`config.mk`:
```
export PLATFORM = sky130hd
export DESIGN_NAME = host_ctrl
export DESIGN_NICKNAME = d
export VERILOG_FILES = /design/src/logic/host_ctrl_pkg.sv /design/src/logic/consec_if.sv /design/src/logic/host_ctrl.sv /design/src/logic/pin_sync.sv /design/src/logic/consec_filter.sv
export SDC_FILE = /design/constraint.sdc
export NUM_CORES = 1
export LEC_CHECK = 0
export BUFFER_PORTS_ARGS = -buffer_cell sky130_fd_sc_hd__buf_2
export CAP_MARGIN = 40
export CORE_MARGIN = 10
export CORE_UTILIZATION = 40
export DETAILED_ROUTE_END_ITERATION = 10
export PLACE_DENSITY_LB_ADDON = 0.2
export SYNTH_ARGS = -nofsm -noshare
export SYNTH_HDL_FRONTEND = slang
export SYNTH_HIERARCHICAL = 1
export SYNTH_SLANG_ARGS = --single-unit
```
`constraint.sdc`:
```
create_clock -name CLK -period 4.85 [get_ports CLK]
set_input_delay 0 -clock CLK [delete_from_list [all_inputs] [get_ports CLK]]
set_output_delay 0 -clock CLK [all_outputs]
set_load 0.03 [all_outputs]
```
`src/logic/host_ctrl_pkg.sv`:
```
// shared constants for the power-manager host control port logic
package host_ctrl_pkg;
  localparam int unsigned CLK_MHZ      = 40;          // core clock rate in MHz
  localparam int unsigned WAKE_MIN_US  = 500;         // least wakeup indication pulse in us
  localparam int unsigned WAKE_MIN_CYC = WAKE_MIN_US * CLK_MHZ;
  localparam int unsigned ADC_CONSEC   = 3;           // consecutive ADC results to change state
  localparam int unsigned ADC_W        = 10;          // ADC result width
  // event bit positions
  localparam int unsigned EVT_MAIN     = 0;
  localparam int unsigned EVT_AUX      = 1;
  localparam int unsigned EVT_VDD      = 2;
  localparam int unsigned EVT_W        = 3;
  // synchronised pin vector positions
  localparam int unsigned SY_MAIN      = 0;
  localparam int unsigned SY_AUX       = 1;
  localparam int unsigned SY_FB2       = 2;
  localparam int unsigned SY_FB3       = 3;
  localparam int unsigned SY_UPPER     = 4;
  localparam int unsigned SY_LOWER     = 5;
  localparam int unsigned SY_W         = 6;
  // reset values
  localparam logic [EVT_W-1:0] EVT_RST = 3'h0;
  // power-down sequencing states
  typedef enum logic [3:0] {
    PD_IDLE = 4'h1,
    PD_AUX  = 4'h2,
    PD_WAIT = 4'h4,
    PD_MAIN = 4'h8
  } pd_state_t;
endpackage

```
`src/logic/consec_if.sv`:
```
// carrier between the top and the consecutive-result filter
`timescale 1ns/1ps
`default_nettype none
interface consec_if;
  logic sample_valid;
  logic below;
  logic state_low;
  modport mgr  (output sample_valid, output below, input state_low);
  modport filt (input sample_valid, input below, output state_low);
endinterface
`default_nettype wire

```
`src/logic/host_ctrl.sv`:
```
// power-manager host control ports: domain enables, feedback ports, supply warning, interrupt
`timescale 1ns/1ps
`default_nettype none
module host_ctrl
  import host_ctrl_pkg::*;
#(
  parameter int unsigned WAKE_MIN = WAKE_MIN_CYC
) (
  // clock and reset
  input  wire logic             CLK,
  input  wire logic             RST_N,
  // host pins
  input  wire logic             MAIN_EN_PIN,
  input  wire logic             AUX_EN_PIN,
  input  wire logic             FB2_I,
  output logic                  FB2_O,
  output logic                  FB2_OE,
  input  wire logic             FB3_I,
  output logic                  FB1_O,
  output logic                  SUPPLY_LOW_N,
  output logic                  IRQ_OUT,
  // configuration
  input  wire logic             MAIN_POL,
  input  wire logic             MAIN_WEN,
  input  wire logic             AUX_POL,
  input  wire logic             AUX_WEN,
  input  wire logic             FB1_MODE,
  input  wire logic             FB1_LEVEL,
  input  wire logic             FB2_MODE,
  input  wire logic             FB2_POL,
  input  wire logic             FB3_MODE,
  input  wire logic             FB3_POL,
  input  wire logic             SUPPLY_SRC_SEL,
  input  wire logic             IRQ_POL,
  // enable register mirrors
  input  wire logic             MAIN_BIT_WR,
  input  wire logic             MAIN_BIT_WDATA,
  input  wire logic             AUX_BIT_WR,
  input  wire logic             AUX_BIT_WDATA,
  output logic                  MAIN_EN_BIT,
  output logic                  AUX_EN_BIT,
  input  wire logic             SYSTEM_DOMAIN_ENABLE_PIN_BIT,
  // sequencer and system state
  input  wire logic             SEQ_BUSY,
  input  wire logic             SEQ_DONE,
  input  wire logic             SEQ_DVC,
  input  wire logic             IDLE_STATE,
  input  wire logic             WAKE_VALID,
  output logic                  SEQ_PU_MAIN,
  output logic                  SEQ_PU_AUX,
  output logic                  SEQ_PD_MAIN,
  output logic                  SEQ_PD_AUX,
  output logic                  WAKEUP,
  output logic                  WDOG_KICK,
  // supply and monitoring
  input  wire logic             BELOW_UPPER,
  input  wire logic             BELOW_LOWER,
  input  wire logic             ADC_VALID,
  input  wire logic [ADC_W-1:0] ADC_RESULT,
  input  wire logic [ADC_W-1:0] ADC_THRESH,
  input  wire logic             ADC_MON_EN,
  input  wire logic             REG_OUT_RANGE,
  output logic                  FAULT_PD,
  output logic                  FULL_RESET,
  // vibrator
  input  wire logic             VIB_ACTIVE,
  output logic                  MOTOR_RUN,
  // events
  input  wire logic [EVT_W-1:0] EVT_MASK,
  input  wire logic [EVT_W-1:0] EVT_CLR,
  input  wire logic             EVT_READING,
  output logic      [EVT_W-1:0] EVT_STATUS
);
  localparam int unsigned WCW = $clog2(WAKE_MIN + 1);
  localparam logic [WCW-1:0] WAKE_LAST = WCW'(WAKE_MIN);

  logic [SY_W-1:0] sy;
  consec_if        cif ();

  // every asynchronous input passes two flops first
  pin_sync #(.W(SY_W)) u_sync (
    .clk   (CLK),
    .rst_n (RST_N),
    .d     ({BELOW_LOWER, BELOW_UPPER, FB3_I, FB2_I, AUX_EN_PIN, MAIN_EN_PIN}),
    .q     (sy)
  );

  // ADC supply monitor filter
  assign cif.sample_valid = ADC_VALID;
  assign cif.below        = ADC_RESULT < ADC_THRESH;
  consec_filter #(.N(ADC_CONSEC)) u_adc (
    .clk   (CLK),
    .rst_n (RST_N),
    .c     (cif)
  );

  // polarity-corrected pin levels
  logic main_act;
  logic aux_act;
  logic ka_act;
  logic brk_act;
  assign main_act = MAIN_POL ? sy[SY_MAIN] : ~sy[SY_MAIN];
  assign aux_act  = AUX_POL ? sy[SY_AUX] : ~sy[SY_AUX];
  assign ka_act   = FB2_POL ? sy[SY_FB2] : ~sy[SY_FB2];
  assign brk_act  = FB3_POL ? sy[SY_FB3] : ~sy[SY_FB3];

  // ---------------- domain enables and power-down order ----------------
  pd_state_t pd_r;
  pd_state_t pd_nxt;
  logic main_last_r;
  logic main_last_nxt;
  logic aux_last_r;
  logic aux_last_nxt;
  logic main_bit_nxt;
  logic aux_bit_nxt;
  logic pu_main_nxt;
  logic pu_aux_nxt;
  logic pd_main_nxt;
  logic pd_aux_nxt;
  logic main_rise;
  logic aux_rise;
  logic hold;
  logic [1:0] prime_r;
  logic [1:0] prime_nxt;
  logic       primed;

  // sequencer work in flight freezes the enables; a pin change is seen once it ends, a register write is dropped
  assign hold = SEQ_BUSY | (pd_r != PD_IDLE);
  // the two-flop path shows reset zeros for two edges, which would read as an edge on an active-low pin
  assign primed    = prime_r == 2'h3;
  assign prime_nxt = primed ? prime_r : prime_r + 2'h1;

  always_comb begin
    pd_nxt        = pd_r;
    main_last_nxt = main_last_r;
    aux_last_nxt  = aux_last_r;
    main_bit_nxt  = MAIN_EN_BIT;
    aux_bit_nxt   = AUX_EN_BIT;
    pu_main_nxt   = 1'b0;
    pu_aux_nxt    = 1'b0;
    pd_main_nxt   = 1'b0;
    pd_aux_nxt    = 1'b0;
    main_rise     = 1'b0;
    aux_rise      = 1'b0;
    unique case (pd_r)
      PD_IDLE: begin
        if (!primed) begin
          // synchroniser output not yet valid: follow it without raising an edge
          main_last_nxt = main_act;
          aux_last_nxt  = aux_act;
        end else if (!SEQ_BUSY) begin
          // pin change wins over a register write in the same cycle
          if (main_act != main_last_r) begin
            main_last_nxt = main_act;
            main_bit_nxt  = main_act;
            main_rise     = main_act;
          end else if (MAIN_BIT_WR && MAIN_BIT_WDATA != MAIN_EN_BIT) begin
            main_bit_nxt = MAIN_BIT_WDATA;
          end
          if (aux_act != aux_last_r) begin
            aux_last_nxt = aux_act;
            aux_bit_nxt  = aux_act;
            aux_rise     = aux_act;
          end else if (AUX_BIT_WR && AUX_BIT_WDATA != AUX_EN_BIT) begin
            aux_bit_nxt = AUX_BIT_WDATA;
          end
          if (MAIN_EN_BIT && !main_bit_nxt) begin
            // aux goes down first, main after the sequencer reports done
            aux_bit_nxt = 1'b0;
            pd_aux_nxt  = 1'b1;
            pd_nxt      = PD_WAIT;
          end else begin
            pu_main_nxt = !MAIN_EN_BIT && main_bit_nxt;
            pu_aux_nxt  = !AUX_EN_BIT && aux_bit_nxt;
            pd_aux_nxt  = AUX_EN_BIT && !aux_bit_nxt;
          end
        end
      end
      PD_AUX: begin
        pd_aux_nxt = 1'b1;
        pd_nxt     = PD_WAIT;
      end
      PD_WAIT: begin
        if (SEQ_DONE) begin
          pd_main_nxt = 1'b1;
          pd_nxt      = PD_MAIN;
        end
      end
      PD_MAIN: begin
        pd_nxt = PD_IDLE;
      end
      default: begin
        pd_nxt = PD_IDLE;
      end
    endcase
  end

  always_ff @(posedge CLK or negedge RST_N) begin
    if (!RST_N) begin
      pd_r        <= PD_IDLE;
      prime_r     <= 2'h0;
      main_last_r <= 1'b0;
      aux_last_r  <= 1'b0;
      MAIN_EN_BIT <= 1'b0;
      AUX_EN_BIT  <= 1'b0;
      SEQ_PU_MAIN <= 1'b0;
      SEQ_PU_AUX  <= 1'b0;
      SEQ_PD_MAIN <= 1'b0;
      SEQ_PD_AUX  <= 1'b0;
    end else begin
      pd_r        <= pd_nxt;
      prime_r     <= prime_nxt;
      main_last_r <= main_last_nxt;
      aux_last_r  <= aux_last_nxt;
      MAIN_EN_BIT <= main_bit_nxt;
      AUX_EN_BIT  <= aux_bit_nxt;
      SEQ_PU_MAIN <= pu_main_nxt;
      SEQ_PU_AUX  <= pu_aux_nxt;
      SEQ_PD_MAIN <= pd_main_nxt;
      SEQ_PD_AUX  <= pd_aux_nxt;
    end
  end

  // ---------------- supply, wakeup, feedback ports ----------------
  logic upper_d_r;
  logic warn_set;
  logic supply_low;
  logic ka_d_r;
  logic wake_ind_r;
  logic wake_ind_nxt;
  logic [WCW-1:0] wcnt_r;
  logic [WCW-1:0] wcnt_nxt;
  logic wake_nxt;
  logic fb1_nxt;
  logic fb2_good;
  logic motor_nxt;

  // supply warning on the entry below the upper threshold
  assign warn_set   = sy[SY_UPPER] && !upper_d_r;
  assign supply_low = SUPPLY_SRC_SEL ? cif.state_low : sy[SY_UPPER];
  assign fb2_good   = ADC_MON_EN && !REG_OUT_RANGE;

  always_comb begin
    wake_nxt     = IDLE_STATE && ((main_rise && MAIN_WEN) || (aux_rise && AUX_WEN) || warn_set);
    wake_ind_nxt = wake_ind_r;
    wcnt_nxt     = wcnt_r;
    if (wake_ind_r) begin
      if (wcnt_r != WAKE_LAST) begin
        wcnt_nxt = wcnt_r + WCW'(1);
      end
      // release needs both the system enable and the least pulse time
      if (SYSTEM_DOMAIN_ENABLE_PIN_BIT && wcnt_r == WAKE_LAST) begin
        wake_ind_nxt = 1'b0;
      end
    end else if (IDLE_STATE && WAKE_VALID) begin
      wake_ind_nxt = 1'b1;
      wcnt_nxt     = WCW'(1);
    end
    fb1_nxt = FB1_MODE ? (SEQ_BUSY || SEQ_DVC) : wake_ind_nxt;
    fb1_nxt = FB1_LEVEL ? fb1_nxt : ~fb1_nxt;
    // brake pin gates the motor only in brake mode with the driver on
    motor_nxt = VIB_ACTIVE && !(FB3_MODE && brk_act);
  end

  always_ff @(posedge CLK or negedge RST_N) begin
    if (!RST_N) begin
      upper_d_r    <= 1'b0;
      ka_d_r       <= 1'b0;
      wake_ind_r   <= 1'b0;
      wcnt_r       <= '0;
      WAKEUP       <= 1'b0;
      FB1_O        <= 1'b0;
      FB2_O        <= 1'b0;
      FB2_OE       <= 1'b0;
      WDOG_KICK    <= 1'b0;
      MOTOR_RUN    <= 1'b0;
      SUPPLY_LOW_N <= 1'b1;
      FAULT_PD     <= 1'b0;
      FULL_RESET   <= 1'b0;
    end else begin
      upper_d_r    <= sy[SY_UPPER];
      ka_d_r       <= ka_act;
      wake_ind_r   <= wake_ind_nxt;
      wcnt_r       <= wcnt_nxt;
      WAKEUP       <= wake_nxt;
      FB1_O        <= fb1_nxt;
      FB2_O        <= 1'b0;
      FB2_OE       <= !FB2_MODE && !fb2_good; // open drain pulls low when not good, outside keep-alive mode (FB2_MODE low)
      WDOG_KICK    <= FB2_MODE && primed && ka_act && !ka_d_r;
      MOTOR_RUN    <= motor_nxt;
      SUPPLY_LOW_N <= !supply_low;
      FAULT_PD     <= warn_set;
      FULL_RESET   <= sy[SY_LOWER];
    end
  end

  // ---------------- events and interrupt ----------------
  logic [EVT_W-1:0] raw_evt;
  logic [EVT_W-1:0] pend_r;
  logic [EVT_W-1:0] pend_nxt;
  logic [EVT_W-1:0] evt_nxt;
  logic             irq_nxt;
  logic             present;

  always_comb begin
    raw_evt           = '0;
    raw_evt[EVT_MAIN] = main_rise;
    raw_evt[EVT_AUX]  = aux_rise;
    raw_evt[EVT_VDD]  = warn_set;
    // held while a read is open or the sequencer walks its slots
    present  = !EVT_READING && !SEQ_BUSY;
    pend_nxt = pend_r | raw_evt;
    evt_nxt  = EVT_STATUS & ~EVT_CLR;
    if (present) begin
      evt_nxt  = evt_nxt | pend_nxt; // set wins over clear
      pend_nxt = '0;
    end
    irq_nxt = |(evt_nxt & ~EVT_MASK);
  end

  always_ff @(posedge CLK or negedge RST_N) begin
    if (!RST_N) begin
      pend_r     <= EVT_RST;
      EVT_STATUS <= EVT_RST;
      IRQ_OUT    <= 1'b1;
    end else begin
      pend_r     <= pend_nxt;
      EVT_STATUS <= evt_nxt;
      IRQ_OUT    <= IRQ_POL ? irq_nxt : ~irq_nxt;
    end
  end
endmodule
`default_nettype wire

```
`src/logic/pin_sync.sv`:
```
// two-flop synchroniser for a vector of asynchronous pins
`timescale 1ns/1ps
`default_nettype none
module pin_sync #(
  parameter int unsigned W = 1
) (
  // clock and reset
  input  wire logic         clk,
  input  wire logic         rst_n,
  // pins and synchronised copy
  input  wire logic [W-1:0] d,
  output logic      [W-1:0] q
);
  logic [W-1:0] meta_r;

  // first stage feeds only the second stage
  always_ff @(posedge clk or negedge rst_n) begin
    if (!rst_n) begin
      meta_r <= '0;
      q      <= '0;
    end else begin
      meta_r <= d;
      q      <= meta_r;
    end
  end
endmodule
`default_nettype wire

```
`src/logic/consec_filter.sv`:
```
// state flips only after N consecutive results on the other side of the threshold
`timescale 1ns/1ps
`default_nettype none
module consec_filter #(
  parameter int unsigned N = 3
) (
  // clock and reset
  input  wire logic clk,
  input  wire logic rst_n,
  // sample stream and filtered state
  consec_if.filt    c
);
  localparam int unsigned CW = $clog2(N + 1);
  localparam logic [CW-1:0] LAST = CW'(N - 1);
  logic [CW-1:0] cnt_r;
  logic [CW-1:0] cnt_nxt;
  logic          low_r;
  logic          low_nxt;

  // a result agreeing with the present state restarts the run
  always_comb begin
    cnt_nxt = cnt_r;
    low_nxt = low_r;
    if (c.sample_valid) begin
      if (c.below != low_r) begin
        if (cnt_r == LAST) begin
          low_nxt = c.below;
          cnt_nxt = '0;
        end else begin
          cnt_nxt = cnt_r + CW'(1);
        end
      end else begin
        cnt_nxt = '0;
      end
    end
  end

  always_ff @(posedge clk or negedge rst_n) begin
    if (!rst_n) begin
      cnt_r <= '0;
      low_r <= 1'b0;
    end else begin
      cnt_r <= cnt_nxt;
      low_r <= low_nxt;
    end
  end

  assign c.state_low = low_r;
endmodule
`default_nettype wire

```
==> results_dict.tcl <==
set metrics [dict create \
    pwr-share-clk_pct 34.2 \
    power_mw 1.48 \
    leakage_nw 1.87 \
    start_util_pct 41.1 \
    totalNegativeSetupSlack_ps 0 \
    cellPowerDensity_mw_per_mm2 388 \
    ios 80 \
    grt_use_total_pct 11.8 \
    cts-root-buf "clkbuf_8" \
    grt_pass1_wl_um 10800 \
    swShare_pct 29.7 \
    cpPeakStageDelay_ps 560 \
    cp_slowest_cell "dlygate4sd3_1" \
    synth.most_common_cell "dfrtp_1" \
    grt_use_met1_pct 14.7 \
    slew_headroom_pct 49.5 \
    grt-ovfl-total 0 \
    finalHoldViolations 0 \
    critPathMaxFanout 6 \
    avgSynthCellArea_um2 11.3 \
    crit_cells 7 \
    setup_violations 0 \
    drt_pass1_iterations 5 \
    antenna_found_initial 0 \
    fmax_mhz 431 \
    row_count 30 \
    worst_pin_slew_ps 757 \
    synth.area.top_cells "dfrtp_1 52%, ha_1 6.3%, inv_1 3.4%, dfstp_2 2.8%, nor2_1 2.6%" \
    final.period_utilization_pct 47.8 \
    arrival_ps 2600 \
    synth_nets 323 \
    design.die.area_mm2 0.0107 \
    portBuffers 78 \
    ys_types 50 \
    dp_hpwl_um 4640 \
    multiInputGateArea_mm2 0.00115 \
    gp_congestion 0.780 \
    ys_async_sr_fraction_pct 100 \
    pwr-share-seq_pct 41.7 \
    startpoint_type "register" \
    busiest_layer "met2" \
    cp-startpoint "prime_r[0]" \
    cts_sinks 61 \
    clockBufferDepth 2 \
    vias_per_cell 4.75 \
    yosys-top-cells-count "58 x dfrtp_1, 25 x inv_1, 19 x nor2_1, 14 x ha_1, 12 x nand2_1" \
    fp.dieW_um 104 \
    p_int_mw 1.04 \
    core_area_mm2 0.00679 \
    reg2reg_depth 7 \
    cts-htree-levels 3 \
    die_h_um 104 \
    wl_um 6220 \
    n_fill_cell 600 \
    seqCellArea_mm2 0.00153 \
    min_path_cells 3 \
    synth_ff_type "dfrtp_1" \
    grt_pass1_vias 2368 \
    syn_area_mm2 0.00279 \
    power.switching_uw 438 \
    clock_skew_ps 8.42 \
    crit_chain "ha_1 -> nor2b_4 -> a31oi_4 -> o22ai_2 -> a222oi_1 -> xor2_1 -> dlygate4sd3_1" \
    num_vias 2208 \
    status "complete, no violations" \
    path_delay_family "compound AO/OA/AOI/OAI gates" \
    numCtsBuffers 9 \
    vdd_ir_drop_max_mv 0.183 \
    grt_max_degree 62 \
    ant_nets 0 \
    hold_start "SEQ_BUSY" \
    drt_iter0_markers 95 \
    post-cts-setup-buffer-count 0 \
    worst_setup_path_end_kind "register" \
    yosys_register_bits 61 \
    use_met3_pct 4.77 \
    drive_gt1_share_pct 30.1 \
    use_met2_pct 17.7 \
    crit_buf_inv 1 \
    p_comb_share_pct 24.2 \
    period_needed_ps 2320 \
    syn_to_final_growth_pct 36.3 \
    crit_type "reg -> reg" \
    wl_per_cell_um 13.4 \
    maxCapViolCount 0 \
    syn_inst 248 \
    required_ps 5130 \
    grt_setup_unrepaired "false" \
    yosysTopAreaCell "dfrtp_1" \
    path_clk_slew_ps 70 \
    final_max_slew_viol_count 0 \
    ys_warn_count 6 \
    cts_tree "built" \
    holdCritPathClass "in -> reg" \
    antennaDiodeCount 0 \
    drc_errors 0 \
    finalNetCount 439 \
    netlist.area_leader.share_pct 52.0 \
    synth_edf_count 0 \
    synth_seq_area_share_pct 54.8 \
    r2r_start "prime_r[0]" \
    clk_latency_ps 340 \
]
[power groups by stage]
stage	Combinational (mW)	Clock (mW)	Sequential (mW)
6_report	0.357	0.505	0.615
5_1_grt	0.395	0.543	0.624
4_1_cts	0.360	0.519	0.615
3_5_place_dp	0.332	0	0.625
3_3_place_gp	0.325	0	0.624
2_1_floorplan	0.168	0	0.681
[per-layer routing]
metal | routed length [um] | vias up
li1 | - | 1109
met2 | 2780 | 74
met5 | 0 | -
met1 | 2920 | 1017
met4 | 61 | 0
met3 | 463 | 8
[cell usage in the layout (no fill, tap or decap), types with 3 or more instances in the layout]
| cell | count |
|---|---|
| buf_2 | 78 |
| nor3_1 | 3 |
| xnor2_1 | 6 |
| nand4_1 | 7 |
| o22ai_1 | 5 |
| a21oi_1 | 10 |
| a31oi_1 | 4 |
| dfrtp_1 | 58 |
| ha_1 | 14 |
| inv_1 | 25 |
| dlygate4sd3_1 | 29 |
| o21ai_0 | 7 |
| nor2_1 | 19 |
| mux2i_1 | 4 |
| and2_1 | 4 |
| xor2_1 | 8 |
| o211ai_1 | 3 |
| nand3_1 | 8 |
| clkbuf_8 | 10 |
| o31ai_1 | 6 |
| nand2_1 | 12 |
| dfstp_2 | 3 |
[flip-flops by register name, indices dropped and copies added (netlist names), 2 cells and up]
| register | cells |
|---|---|
| pend_r | 3 |
| EVT_STATUS | 3 |
| prime_r | 2 |
| pd_r | 3 |
| u_sync/meta_r | 6 |
| u_sync/q | 6 |
| wcnt_r | 15 |
| u_adc/cnt_r | 2 |
[worst paths after layout]
check                         endpoint  slack, ps
min                          pend_r[2]         60
max reg2reg                    IRQ_OUT       2530
min reg2reg                u_sync/q[5]        350
min in group asynchronous    MOTOR_RUN        340
max in group asynchronous    pend_r[1]       4000
max                            IRQ_OUT       2530
[kinds of logic after synthesis]
logic type      after synthesis  synth area share, %
compound gates               50                 12.9
other cells                   1                0.134
buf+inv                      28                 4.03
simple gates                 74                 15.2
xor+xnor                     14                 4.39
fa+ha+maj                    14                 6.28
flops                        61                 54.8
mux                           6                 2.24
[worst min-delay path, delay by kind of cell]
kind	cells	cell delay, ps
and+or+nand+nor	2	180
buffers and inverters	1	160
[timing repair]
| item | in CTS | in global routing |
|---|---|---|
| hold buffers | 29 | 0 |
| gates resized for setup | 0 | 0 |
| setup endpoints to repair | 0 | 0 |
| hold endpoints to repair | 85 | 0 |
[stage by stage]
step | cell area [um^2] | hold WS (ps) | setup slack [ps] | utilization [%] | instances
3_3_place_gp | 3290 | 107 | 2860 | 48.4 | 420
3_5_place_dp | 3290 | 109 | 2760 | 48.4 | 420
2_1_floorplan | 2790 | -296 | 3190 | - | 248
6_report | 3800 | 57.2 | 2530 | 56.0 | 465
5_1_grt | 3800 | 81.2 | 2360 | 56.0 | 465
4_1_cts | 3800 | 40.7 | 2520 | 56.0 | 465
[layout make-up]
| class | count | share of cell area [%] |
|---|---|---|
| Clock buffer | 10 | 3.62 |
| Clock inverter | 6 | 2.27 |
| Inverter | 25 | 2.47 |
| Multi-Input combinational cell | 159 | 30.2 |
| Sequential cell | 61 | 40.2 |
| Tap cell | 96 | 3.16 |
| Timing Repair Buffer | 108 | 18.1 |
(Power assumes the default switching activity.)
